<file path="src/orpt_pkg.sv">
package orpt_pkg;
	// Link command that reads the parameter words (value arbitrary)
	localparam logic [7:0]  ORPT_READ_OPCODE    = 8'ha5;
	localparam int          ORPT_CMD_BITS       = 8;
	localparam int          ORPT_ADDR_BITS      = 24;
	localparam int          ORPT_DUMMY_CLKS     = 8;
	// Byte offsets of the two words inside the table
	localparam logic [23:0] ORPT_FAST_READ_OFS  = 24'h000000;
	localparam logic [23:0] ORPT_DTR_OFS        = 24'h000004;
	localparam logic [23:0] ORPT_TABLE_BYTES    = 24'h000008;
	// Field positions of the fast read word
	localparam int          ORPT_OP118_LSB      = 24;
	localparam int          ORPT_MODE118_LSB    = 21;
	localparam int          ORPT_DUMMY118_LSB   = 16;
	localparam int          ORPT_OP188_LSB      = 8;
	localparam int          ORPT_MODE188_LSB    = 5;
	localparam int          ORPT_DUMMY188_LSB   = 0;
	// Field positions of the double rate word
	localparam int          ORPT_BYTE_SWAP_BIT  = 31;
	localparam int          ORPT_CMD_EXT_LSB    = 29;
	localparam int          ORPT_RSVD_BIT       = 28;
	localparam int          ORPT_STRB_DBL_BIT   = 27;
	localparam int          ORPT_STRB_SGL_BIT   = 26;
	localparam int          ORPT_STRB_WAVE_LSB  = 24;
	localparam int          ORPT_INBAND_RST_BIT = 23;
	localparam int          ORPT_DRV_LSB        = 18;
	localparam int          ORPT_RSVD_LOW_BITS  = 18;
	// Field values reported after reset
	localparam logic [7:0]  ORPT_OP118_VAL      = 8'h11;
	localparam logic [2:0]  ORPT_MODE118_VAL    = 3'h0;
	localparam logic [4:0]  ORPT_DUMMY118_VAL   = 5'h08;
	localparam logic [7:0]  ORPT_OP188_VAL      = 8'h22;
	localparam logic [2:0]  ORPT_MODE188_VAL    = 3'h1;
	localparam logic [4:0]  ORPT_DUMMY188_VAL   = 5'h02;
	localparam logic        ORPT_BYTE_SWAP_VAL  = 1'h0;
	localparam logic [1:0]  ORPT_CMD_EXT_VAL    = 2'h1;
	localparam logic        ORPT_STRB_DBL_VAL   = 1'h1;
	localparam logic        ORPT_STRB_SGL_VAL   = 1'h1;
	localparam logic [1:0]  ORPT_STRB_WAVE_VAL  = 2'h3;
	localparam logic        ORPT_INBAND_RST_VAL = 1'h1;
	localparam logic [4:0]  ORPT_DRV_VAL        = 5'h01;
	// Encodings
	localparam logic [1:0]  ORPT_CMD_EXT_RSVD   = 2'h2;
	localparam logic [1:0]  ORPT_STRB_WAVE_RSVD = 2'h0;
	localparam logic [4:0]  ORPT_DRV_TYPE0      = 5'h01;

	typedef enum {
		ORPT_IDLE,
		ORPT_CMD,
		ORPT_ADDR,
		ORPT_DUMMY,
		ORPT_DATA,
		ORPT_IGNORE
	} orpt_state_t;
endpackage

</file>
<file path="src/orpt_link_if.sv">
`timescale 1ns/10ps
`default_nettype none
interface orpt_link_if;
	logic serial_clock_s;
	logic cs_n_s;
	logic si_s;
	modport sync (output serial_clock_s, output cs_n_s, output si_s);
	modport core (input serial_clock_s, input cs_n_s, input si_s);
endinterface
`default_nettype wire

</file>
<file path="src/orpt_sync.sv">
`timescale 1ns/10ps
`default_nettype none
module orpt_sync
	import orpt_pkg::*;
(
	input  wire logic    clk,
	input  wire logic    reset_n,
	input  wire logic    serial_clock,
	input  wire logic    cs_n,
	input  wire logic    si,
	orpt_link_if.sync    link
);
	logic [2:0] meta_r;
	logic [2:0] stable_r;

	// Chip select idles high so the table starts deselected
	always_ff @(posedge clk or negedge reset_n) begin
		if (!reset_n) begin
			meta_r   <= 3'h2;
			stable_r <= 3'h2;
		end else begin
			meta_r   <= {si, cs_n, serial_clock};
			stable_r <= meta_r;
		end
	end

	assign link.serial_clock_s = stable_r[0];
	assign link.cs_n_s         = stable_r[1];
	assign link.si_s           = stable_r[2];
endmodule
`default_nettype wire

</file>
<file path="src/orpt_shift_in.sv">
`timescale 1ns/10ps
`default_nettype none
module orpt_shift_in
	import orpt_pkg::*;
#(
	parameter int WIDTH = 8
) (
	input  wire logic             clk,
	input  wire logic             reset_n,
	input  wire logic             clear,
	input  wire logic             shift_en,
	input  wire logic             bit_in,
	output logic [WIDTH-1:0]      value
);
	always_ff @(posedge clk or negedge reset_n) begin
		if (!reset_n) begin
			value <= '0;
		end else if (clear) begin
			value <= '0;
		end else if (shift_en) begin
			value <= {value[WIDTH-2:0], bit_in};
		end
	end
endmodule
`default_nettype wire

</file>
<file path="src/orpt_octal_read_param_table.sv">
// Behaviour
// RULE_01: Top byte of word 17: 1-1-8 opcode.
// RULE_02: Three-bit 1-1-8 mode clock count.
// RULE_03: Five-bit 1-1-8 dummy clock count.
// RULE_04: Host drives mode clocks, releases during dummy.
// RULE_05: Reported dummy count should exceed zero.
// RULE_06: Second byte of word 17: 1-8-8 opcode.
// RULE_07: Three-bit 1-8-8 mode clock count.
// RULE_08: Lowest five bits: 1-8-8 dummy count.
// RULE_09: Top bit of word 18: byte swap.
// RULE_10: Two-bit command extension style code.
// RULE_11: Strobe flag for four-line double rate.
// RULE_12: Strobe flag for four-line single rate.
// RULE_13: Code 11b: strobe rises before data.
// RULE_14: Codes 10b and 01b waveforms; 00b reserved.
// RULE_15: One bit flags in-band protocol reset.
// RULE_16: Five-bit supported driver type mask.
// RULE_17: Reserved bit 28 and bits 17:0 zero.
// RULE_18: Host avoids reserved extension and waveform codes.
`timescale 1ns/10ps
`default_nettype none
module orpt_octal_read_param_table
	import orpt_pkg::*;
(
	input  wire logic    clk,
	input  wire logic    reset_n,
	input  wire logic    serial_clock,
	input  wire logic    cs_n,
	input  wire logic    si,
	output logic         so_out,
	output logic         so_oe,
	output logic [31:0]  fast_read_word,
	output logic [31:0]  dtr_word
);
	orpt_link_if link ();

	orpt_sync u_sync (
		.clk          (clk),
		.reset_n      (reset_n),
		.serial_clock (serial_clock),
		.cs_n         (cs_n),
		.si           (si),
		.link         (link)
	);

	logic              sclk_prev_r;
	logic              sclk_rise;
	logic              sclk_fall;
	logic              selected;
	orpt_state_t       state_r;
	logic [4:0]        bit_cnt_r;
	logic [23:0]       addr_r;
	logic [7:0]        out_byte_r;
	logic [7:0]        out_byte_nxt;
	logic [31:0]       fast_read_r;
	logic [31:0]       dtr_r;
	logic [31:0]       word_sel;
	logic [23:0]       in_value;
	logic              shift_clear;

	assign fast_read_word = fast_read_r;
	assign dtr_word       = dtr_r;
	assign selected       = !link.cs_n_s;
	assign sclk_rise      = link.serial_clock_s && !sclk_prev_r;
	assign sclk_fall      = !link.serial_clock_s && sclk_prev_r;
	assign shift_clear    = !selected || (state_r == ORPT_IDLE);

	// Edges are found on the synchronised copy, a few clk behind the pin
	always_ff @(posedge clk or negedge reset_n) begin
		if (!reset_n) begin
			sclk_prev_r <= 1'h0;
		end else begin
			sclk_prev_r <= link.serial_clock_s;
		end
	end

	orpt_shift_in #(
		.WIDTH (24)
	) u_shift_in (
		.clk      (clk),
		.reset_n  (reset_n),
		.clear    (shift_clear),
		.shift_en (selected && sclk_rise),
		.bit_in   (link.si_s),
		.value    (in_value)
	);

	// Table words, zero in reset and fixed once reset is released
	always_ff @(posedge clk or negedge reset_n) begin
		if (!reset_n) begin
			fast_read_r <= 32'h0;
			dtr_r       <= 32'h0;
		end else begin
			fast_read_r <= 32'h0;
			// RULE_01: 1-1-8 opcode field
			fast_read_r[ORPT_OP118_LSB +: 8] <= ORPT_OP118_VAL;
			// RULE_02: 1-1-8 mode clocks
			fast_read_r[ORPT_MODE118_LSB +: 3] <= ORPT_MODE118_VAL;
			// RULE_03: 1-1-8 dummy clocks
			fast_read_r[ORPT_DUMMY118_LSB +: 5] <= ORPT_DUMMY118_VAL;
			// RULE_06: 1-8-8 opcode field
			fast_read_r[ORPT_OP188_LSB +: 8] <= ORPT_OP188_VAL;
			// RULE_07: 1-8-8 mode clocks
			fast_read_r[ORPT_MODE188_LSB +: 3] <= ORPT_MODE188_VAL;
			// RULE_08: 1-8-8 dummy clocks
			fast_read_r[ORPT_DUMMY188_LSB +: 5] <= ORPT_DUMMY188_VAL;
			// RULE_17: reserved bits stay zero
			dtr_r <= 32'h0;
			// RULE_09: byte order flag
			dtr_r[ORPT_BYTE_SWAP_BIT] <= ORPT_BYTE_SWAP_VAL;
			// RULE_10: command extension code
			dtr_r[ORPT_CMD_EXT_LSB +: 2] <= ORPT_CMD_EXT_VAL;
			// RULE_11: strobe in double rate
			dtr_r[ORPT_STRB_DBL_BIT] <= ORPT_STRB_DBL_VAL;
			// RULE_12: strobe in single rate
			dtr_r[ORPT_STRB_SGL_BIT] <= ORPT_STRB_SGL_VAL;
			// RULE_13: waveform code field
			// RULE_14: waveform code field
			dtr_r[ORPT_STRB_WAVE_LSB +: 2] <= ORPT_STRB_WAVE_VAL;
			// RULE_15: in-band reset flag
			dtr_r[ORPT_INBAND_RST_BIT] <= ORPT_INBAND_RST_VAL;
			// RULE_16: driver type mask
			dtr_r[ORPT_DRV_LSB +: 5] <= ORPT_DRV_VAL;
		end
	end

	// Little-endian byte pick; addresses past the table read zero
	always_comb begin
		word_sel     = (addr_r[23:2] == ORPT_DTR_OFS[23:2]) ? dtr_r : fast_read_r;
		out_byte_nxt = 8'h0;
		if (addr_r < ORPT_TABLE_BYTES) begin
			out_byte_nxt = word_sel[{addr_r[1:0], 3'h0} +: 8];
		end
	end

	// Link sequencing: command, address, dummy clocks, then data
	always_ff @(posedge clk or negedge reset_n) begin
		if (!reset_n) begin
			state_r   <= ORPT_IDLE;
			bit_cnt_r <= 5'h0;
			addr_r    <= 24'h0;
		end else if (!selected) begin
			state_r   <= ORPT_IDLE;
			bit_cnt_r <= 5'h0;
		end else begin
			case (state_r)
				ORPT_IDLE: begin
					state_r   <= ORPT_CMD;
					bit_cnt_r <= 5'h0;
				end
				ORPT_CMD: begin
					if (sclk_rise) begin
						bit_cnt_r <= bit_cnt_r + 5'h1;
						if (bit_cnt_r == 5'(ORPT_CMD_BITS - 1)) begin
							bit_cnt_r <= 5'h0;
							if ({in_value[6:0], link.si_s} == ORPT_READ_OPCODE) begin
								state_r <= ORPT_ADDR;
							end else begin
								state_r <= ORPT_IGNORE;
							end
						end
					end
				end
				ORPT_ADDR: begin
					if (sclk_rise) begin
						bit_cnt_r <= bit_cnt_r + 5'h1;
						if (bit_cnt_r == 5'(ORPT_ADDR_BITS - 1)) begin
							bit_cnt_r <= 5'h0;
							addr_r    <= {in_value[22:0], link.si_s};
							state_r   <= ORPT_DUMMY;
						end
					end
				end
				// RULE_04: host owns the line while we wait
				ORPT_DUMMY: begin
					if (sclk_rise) begin
						bit_cnt_r <= bit_cnt_r + 5'h1;
						if (bit_cnt_r == 5'(ORPT_DUMMY_CLKS - 1)) begin
							bit_cnt_r <= 5'h0;
							state_r   <= ORPT_DATA;
						end
					end
				end
				ORPT_DATA: begin
					if (sclk_fall) begin
						bit_cnt_r <= (bit_cnt_r == 5'h7) ? 5'h0 : bit_cnt_r + 5'h1;
						if (bit_cnt_r == 5'h7) begin
							addr_r <= addr_r + 24'h1;
						end
					end
				end
				ORPT_IGNORE: begin
					state_r <= ORPT_IGNORE;
				end
				default: begin
					state_r <= ORPT_IDLE;
				end
			endcase
		end
	end

	// Output shifter; bits change on falling edges, MSB first
	always_ff @(posedge clk or negedge reset_n) begin
		if (!reset_n) begin
			out_byte_r <= 8'h0;
			so_out     <= 1'h0;
		end else if (state_r == ORPT_DATA && sclk_fall) begin
			so_out     <= (bit_cnt_r == 5'h0) ? out_byte_nxt[7] : out_byte_r[7];
			out_byte_r <= (bit_cnt_r == 5'h0) ? {out_byte_nxt[6:0], 1'h0} : {out_byte_r[6:0], 1'h0};
		end
	end

	// RULE_05: drive only after the dummy clocks, never against the host
	always_ff @(posedge clk or negedge reset_n) begin
		if (!reset_n) begin
			so_oe <= 1'h0;
		end else if (!selected || state_r != ORPT_DATA) begin
			so_oe <= 1'h0;
		end else if (sclk_fall) begin
			so_oe <= 1'h1;
		end
	end
endmodule
`default_nettype wire

</file>
<file path="config.mk">
export PLATFORM = sky130hd
export DESIGN_NAME = orpt_octal_read_param_table
export DESIGN_NICKNAME = d
export VERILOG_FILES = /design/src/orpt_pkg.sv /design/src/orpt_link_if.sv /design/src/orpt_sync.sv /design/src/orpt_shift_in.sv /design/src/orpt_octal_read_param_table.sv
export SDC_FILE = /design/constraint.sdc
export NUM_CORES = 1
export LEC_CHECK = 0
export BUFFER_PORTS_ARGS = -buffer_cell sky130_fd_sc_hd__buf_2
export CORE_UTILIZATION = 50
export CTS_CLUSTER_DIAMETER = 80
export DETAILED_ROUTE_END_ITERATION = 8
export GPL_TIMING_DRIVEN = 0
export HOLD_SLACK_MARGIN = 0.02
export PLACE_DENSITY = 0.82
export SLEW_MARGIN = 5
export SYNTH_ARGS = -nofsm -noshare
export SYNTH_HDL_FRONTEND = slang
export SYNTH_SLANG_ARGS = --single-unit
</file>
<file path="constraint.sdc">
create_clock -name clk -period 5.3 [get_ports clk]
set_input_delay 0.53 -clock clk [delete_from_list [all_inputs] [get_ports clk]]
set_output_delay 0.53 -clock clk [all_outputs]
set_load 0.005 [all_outputs]
</file>
==> impl_metrics.toml <==
[sta]
max_slew_margin_pct = 38.1
fmax_mhz = 451
clock_skew_ps = 11.4
finalSetupViolations = 0
rsz0062_at_grt = "false"
finalSetupTns_ps = 0
slew_viol_final = 0
timing_hold_violations_final = 0
tightestPinTransition_ps = 922
post-route-period-util_pct = 41.8
min_period_ps = 2220

[route]
via_count = 3781
first_pass_iters = 6
drc_errors = 0
drtIter0Drc = 421
ant_nets = 0
wl_per_cell_um = 14.3
postRouteWirelength_um = 9900
via_per_inst = 5.46

[logic_synthesis]
synth-seq-cells = 72
synth_area_um2 = 4300
syn_area_per_cell_um2 = 8.56
synth_warnings = 0
synth_common_cells = "nand2_1, dfrtp_1, buf_4"
yosysTopAreaCellShare_pct = 40.8
synth.most_common_cell = "nand2_1"
synth_seq_area_share_pct = 42.0
synth-async-reset-ratio_pct = 100
synth_cells = 502
yosys-top-cells-area = "dfrtp_1, buf_4, nand2_1"
yosys.area.top_type = "dfrtp_1"
synth_edf_count = 0
synth_ff_type = "dfrtp_1"
ys_types = 60

[placed_design]
io_buffers = 20
routabilityCongestion = 0.939
dp_hpwl_um = 6990
placed_cell_area_um2 = 4740

[cts]
holdBufCountCts = 0
post_cts_resized = 0
tritoncts = "yes"
clockRootBuffer = "clkbuf_8"
post-cts-setup-buffer-count = 0
cts_made_buffers = 9
clockBufferDepth = 2
h-tree-depth = 3
clk_latency_ps = 370
cts.sink_count = 72
clkTransAtPathRegs_ps = 80

[final_layout]
fillers = 726
diodes = 0
syn2layout_area_growth_pct = 15.5
nets = 591
post-route-cell-area_um2 = 4960
layout-drive-gt1-share_pct = 21.1

[worst_setup_path]
crit_type = "reg2reg"
startpoint_type = "register"
worstSetupEndpointType = "register"
r2r_slack_ps = 3080
crit_required_ps = 5530
cp_max_fo = 10
cp_data_arrival_time_ps = 2440

[die]
die_x_um = 94.7
pin_count = 71
die_area_um2 = 8970
core_um2 = 8260
rows = 33
die_h_um = 94.7
initial_core_util_pct = 52.0

[outcome]
outcome = "finished, final reports clean"

[global_route]
grt_pass1_wl_um = 16200
overflow = 0
grt_max_degree = 58
grt_pass1_vias = 3378
grt_usage_pct = 23.9
antenna_found_initial = 0

[min_path]
min_path_type = "in2async"

[pwr]
report.power.total_mw = 1.14
peakVddDrop_v = 0.000134
leakagePower_nw = 2.24
power.density_nw_per_um2 = 230

[job]
cap_violations = 0
## sequential cells by signal (all words and copies together), names as in the netlist
register,cells
bit_cnt_r,5
u_shift_in.value,23
u_sync.stable_r,3
so_out,1
state_r,3
addr_r,24
u_sync.meta_r,3
fast_read_word,1
so_oe,1
sclk_prev_r,1
out_byte_r,7
## logic make-up after synthesis
kind of cell             Yosys count  share of synthesized area, %
AND/OR/NAND/NOR                  190                          22.2
buffers and inverters            102                          15.0
AO/OA/AOI/OAI                    130                          19.1
adder cells (fa/ha/maj)            3                         0.874
XOR/XNOR                           1                         0.204
flip-flops                        72                          42.0
other                              2                         0.175
multiplexers                       2                         0.466
## cell usage in the layout (no fill, tap or decap), types with 4 or more instances in the layout
cell,Yosys,final
a211oi_1,4,4
a21oi_1,49,49
a2bb2oi_1,13,13
a31oi_1,4,4
and2_1,4,4
buf_2,5,24
buf_4,64,65
clkbuf_1,20,20
clkbuf_8,0,9
conb_1,2,51
dfrtp_1,70,70
inv_1,10,10
nand2_1,83,83
nand3_1,18,18
nand4_1,8,8
nor2_1,29,29
nor3_1,9,9
o21ai_0,24,24
o22ai_1,6,6
o31ai_1,5,5
or4_1,4,4
## worst paths after layout
check / start / end / cells past startpoint
setup / recovery: state_r[2] / addr_r[14] / 5
hold / removal: reset_n / out_byte_r[5] / 1
setup reg to reg: state_r[2] / addr_r[14] / 5
hold reg to reg: u_sync.meta_r[2] / u_sync.stable_r[2] / 0
max in group asynchronous: reset_n / u_sync.meta_r[1] / 2
min in group clk: cs_n / u_sync.meta_r[1] / 1
## worst max-delay path, stage by stage, from the launching register on
cell and delay (ps):
dfrtp_1 450, nor3b_2 440, clkbuf_1 480, nand2_1 260, o32ai_1 340, a2bb2oi_1 110
## final cells by class
type / count / area (um2) / area share, %
plain buffers: 92 / 608 / 12.3
inverters: 10 / 37.5 / 0.757
flip-flops and latches: 72 / 1800 / 36.4
multi-input cells: 377 / 2030 / 40.9
repair buffers: 21 / 130 / 2.62
clock inverters: 7 / 96.3 / 1.94
well taps: 105 / 131 / 2.65
clock buffers: 9 / 124 / 2.50
## power breakdown
part | internal (mW) | switching (mW) | leakage [nW]
logic | 0.0473 | 0.0480 | 1.16
clock network | 0.264 | 0.223 | 0.101
registers | 0.554 | 0.00549 | 0.982
total | 0.866 | 0.276 | 2.24
## metal layers
layer,GRT usage [%],part of all wire (%),up-vias
li1,-,-,1818
met2,37.5,46,187
met4,12.1,3.3,0
met5,0,0,-
met1,31.3,42,1740
met3,4.75,8.5,36
## through the flow
stage | std cells | setup WS, ps | hold slack (ps) | utilization (%)
finish | 693 | 3080 | 26.7 | 60.1
global route | 693 | 2850 | 31.6 | 60.1
detailed placement | 677 | 3100 | 336 | 57.4
global placement | 676 | 3140 | 332 | 57.0
floorplan | 551 | 3410 | 234 | -
CTS | 693 | 3100 | 30.2 | 60.1
No activity file was read; power rests on OpenSTA's default activity.
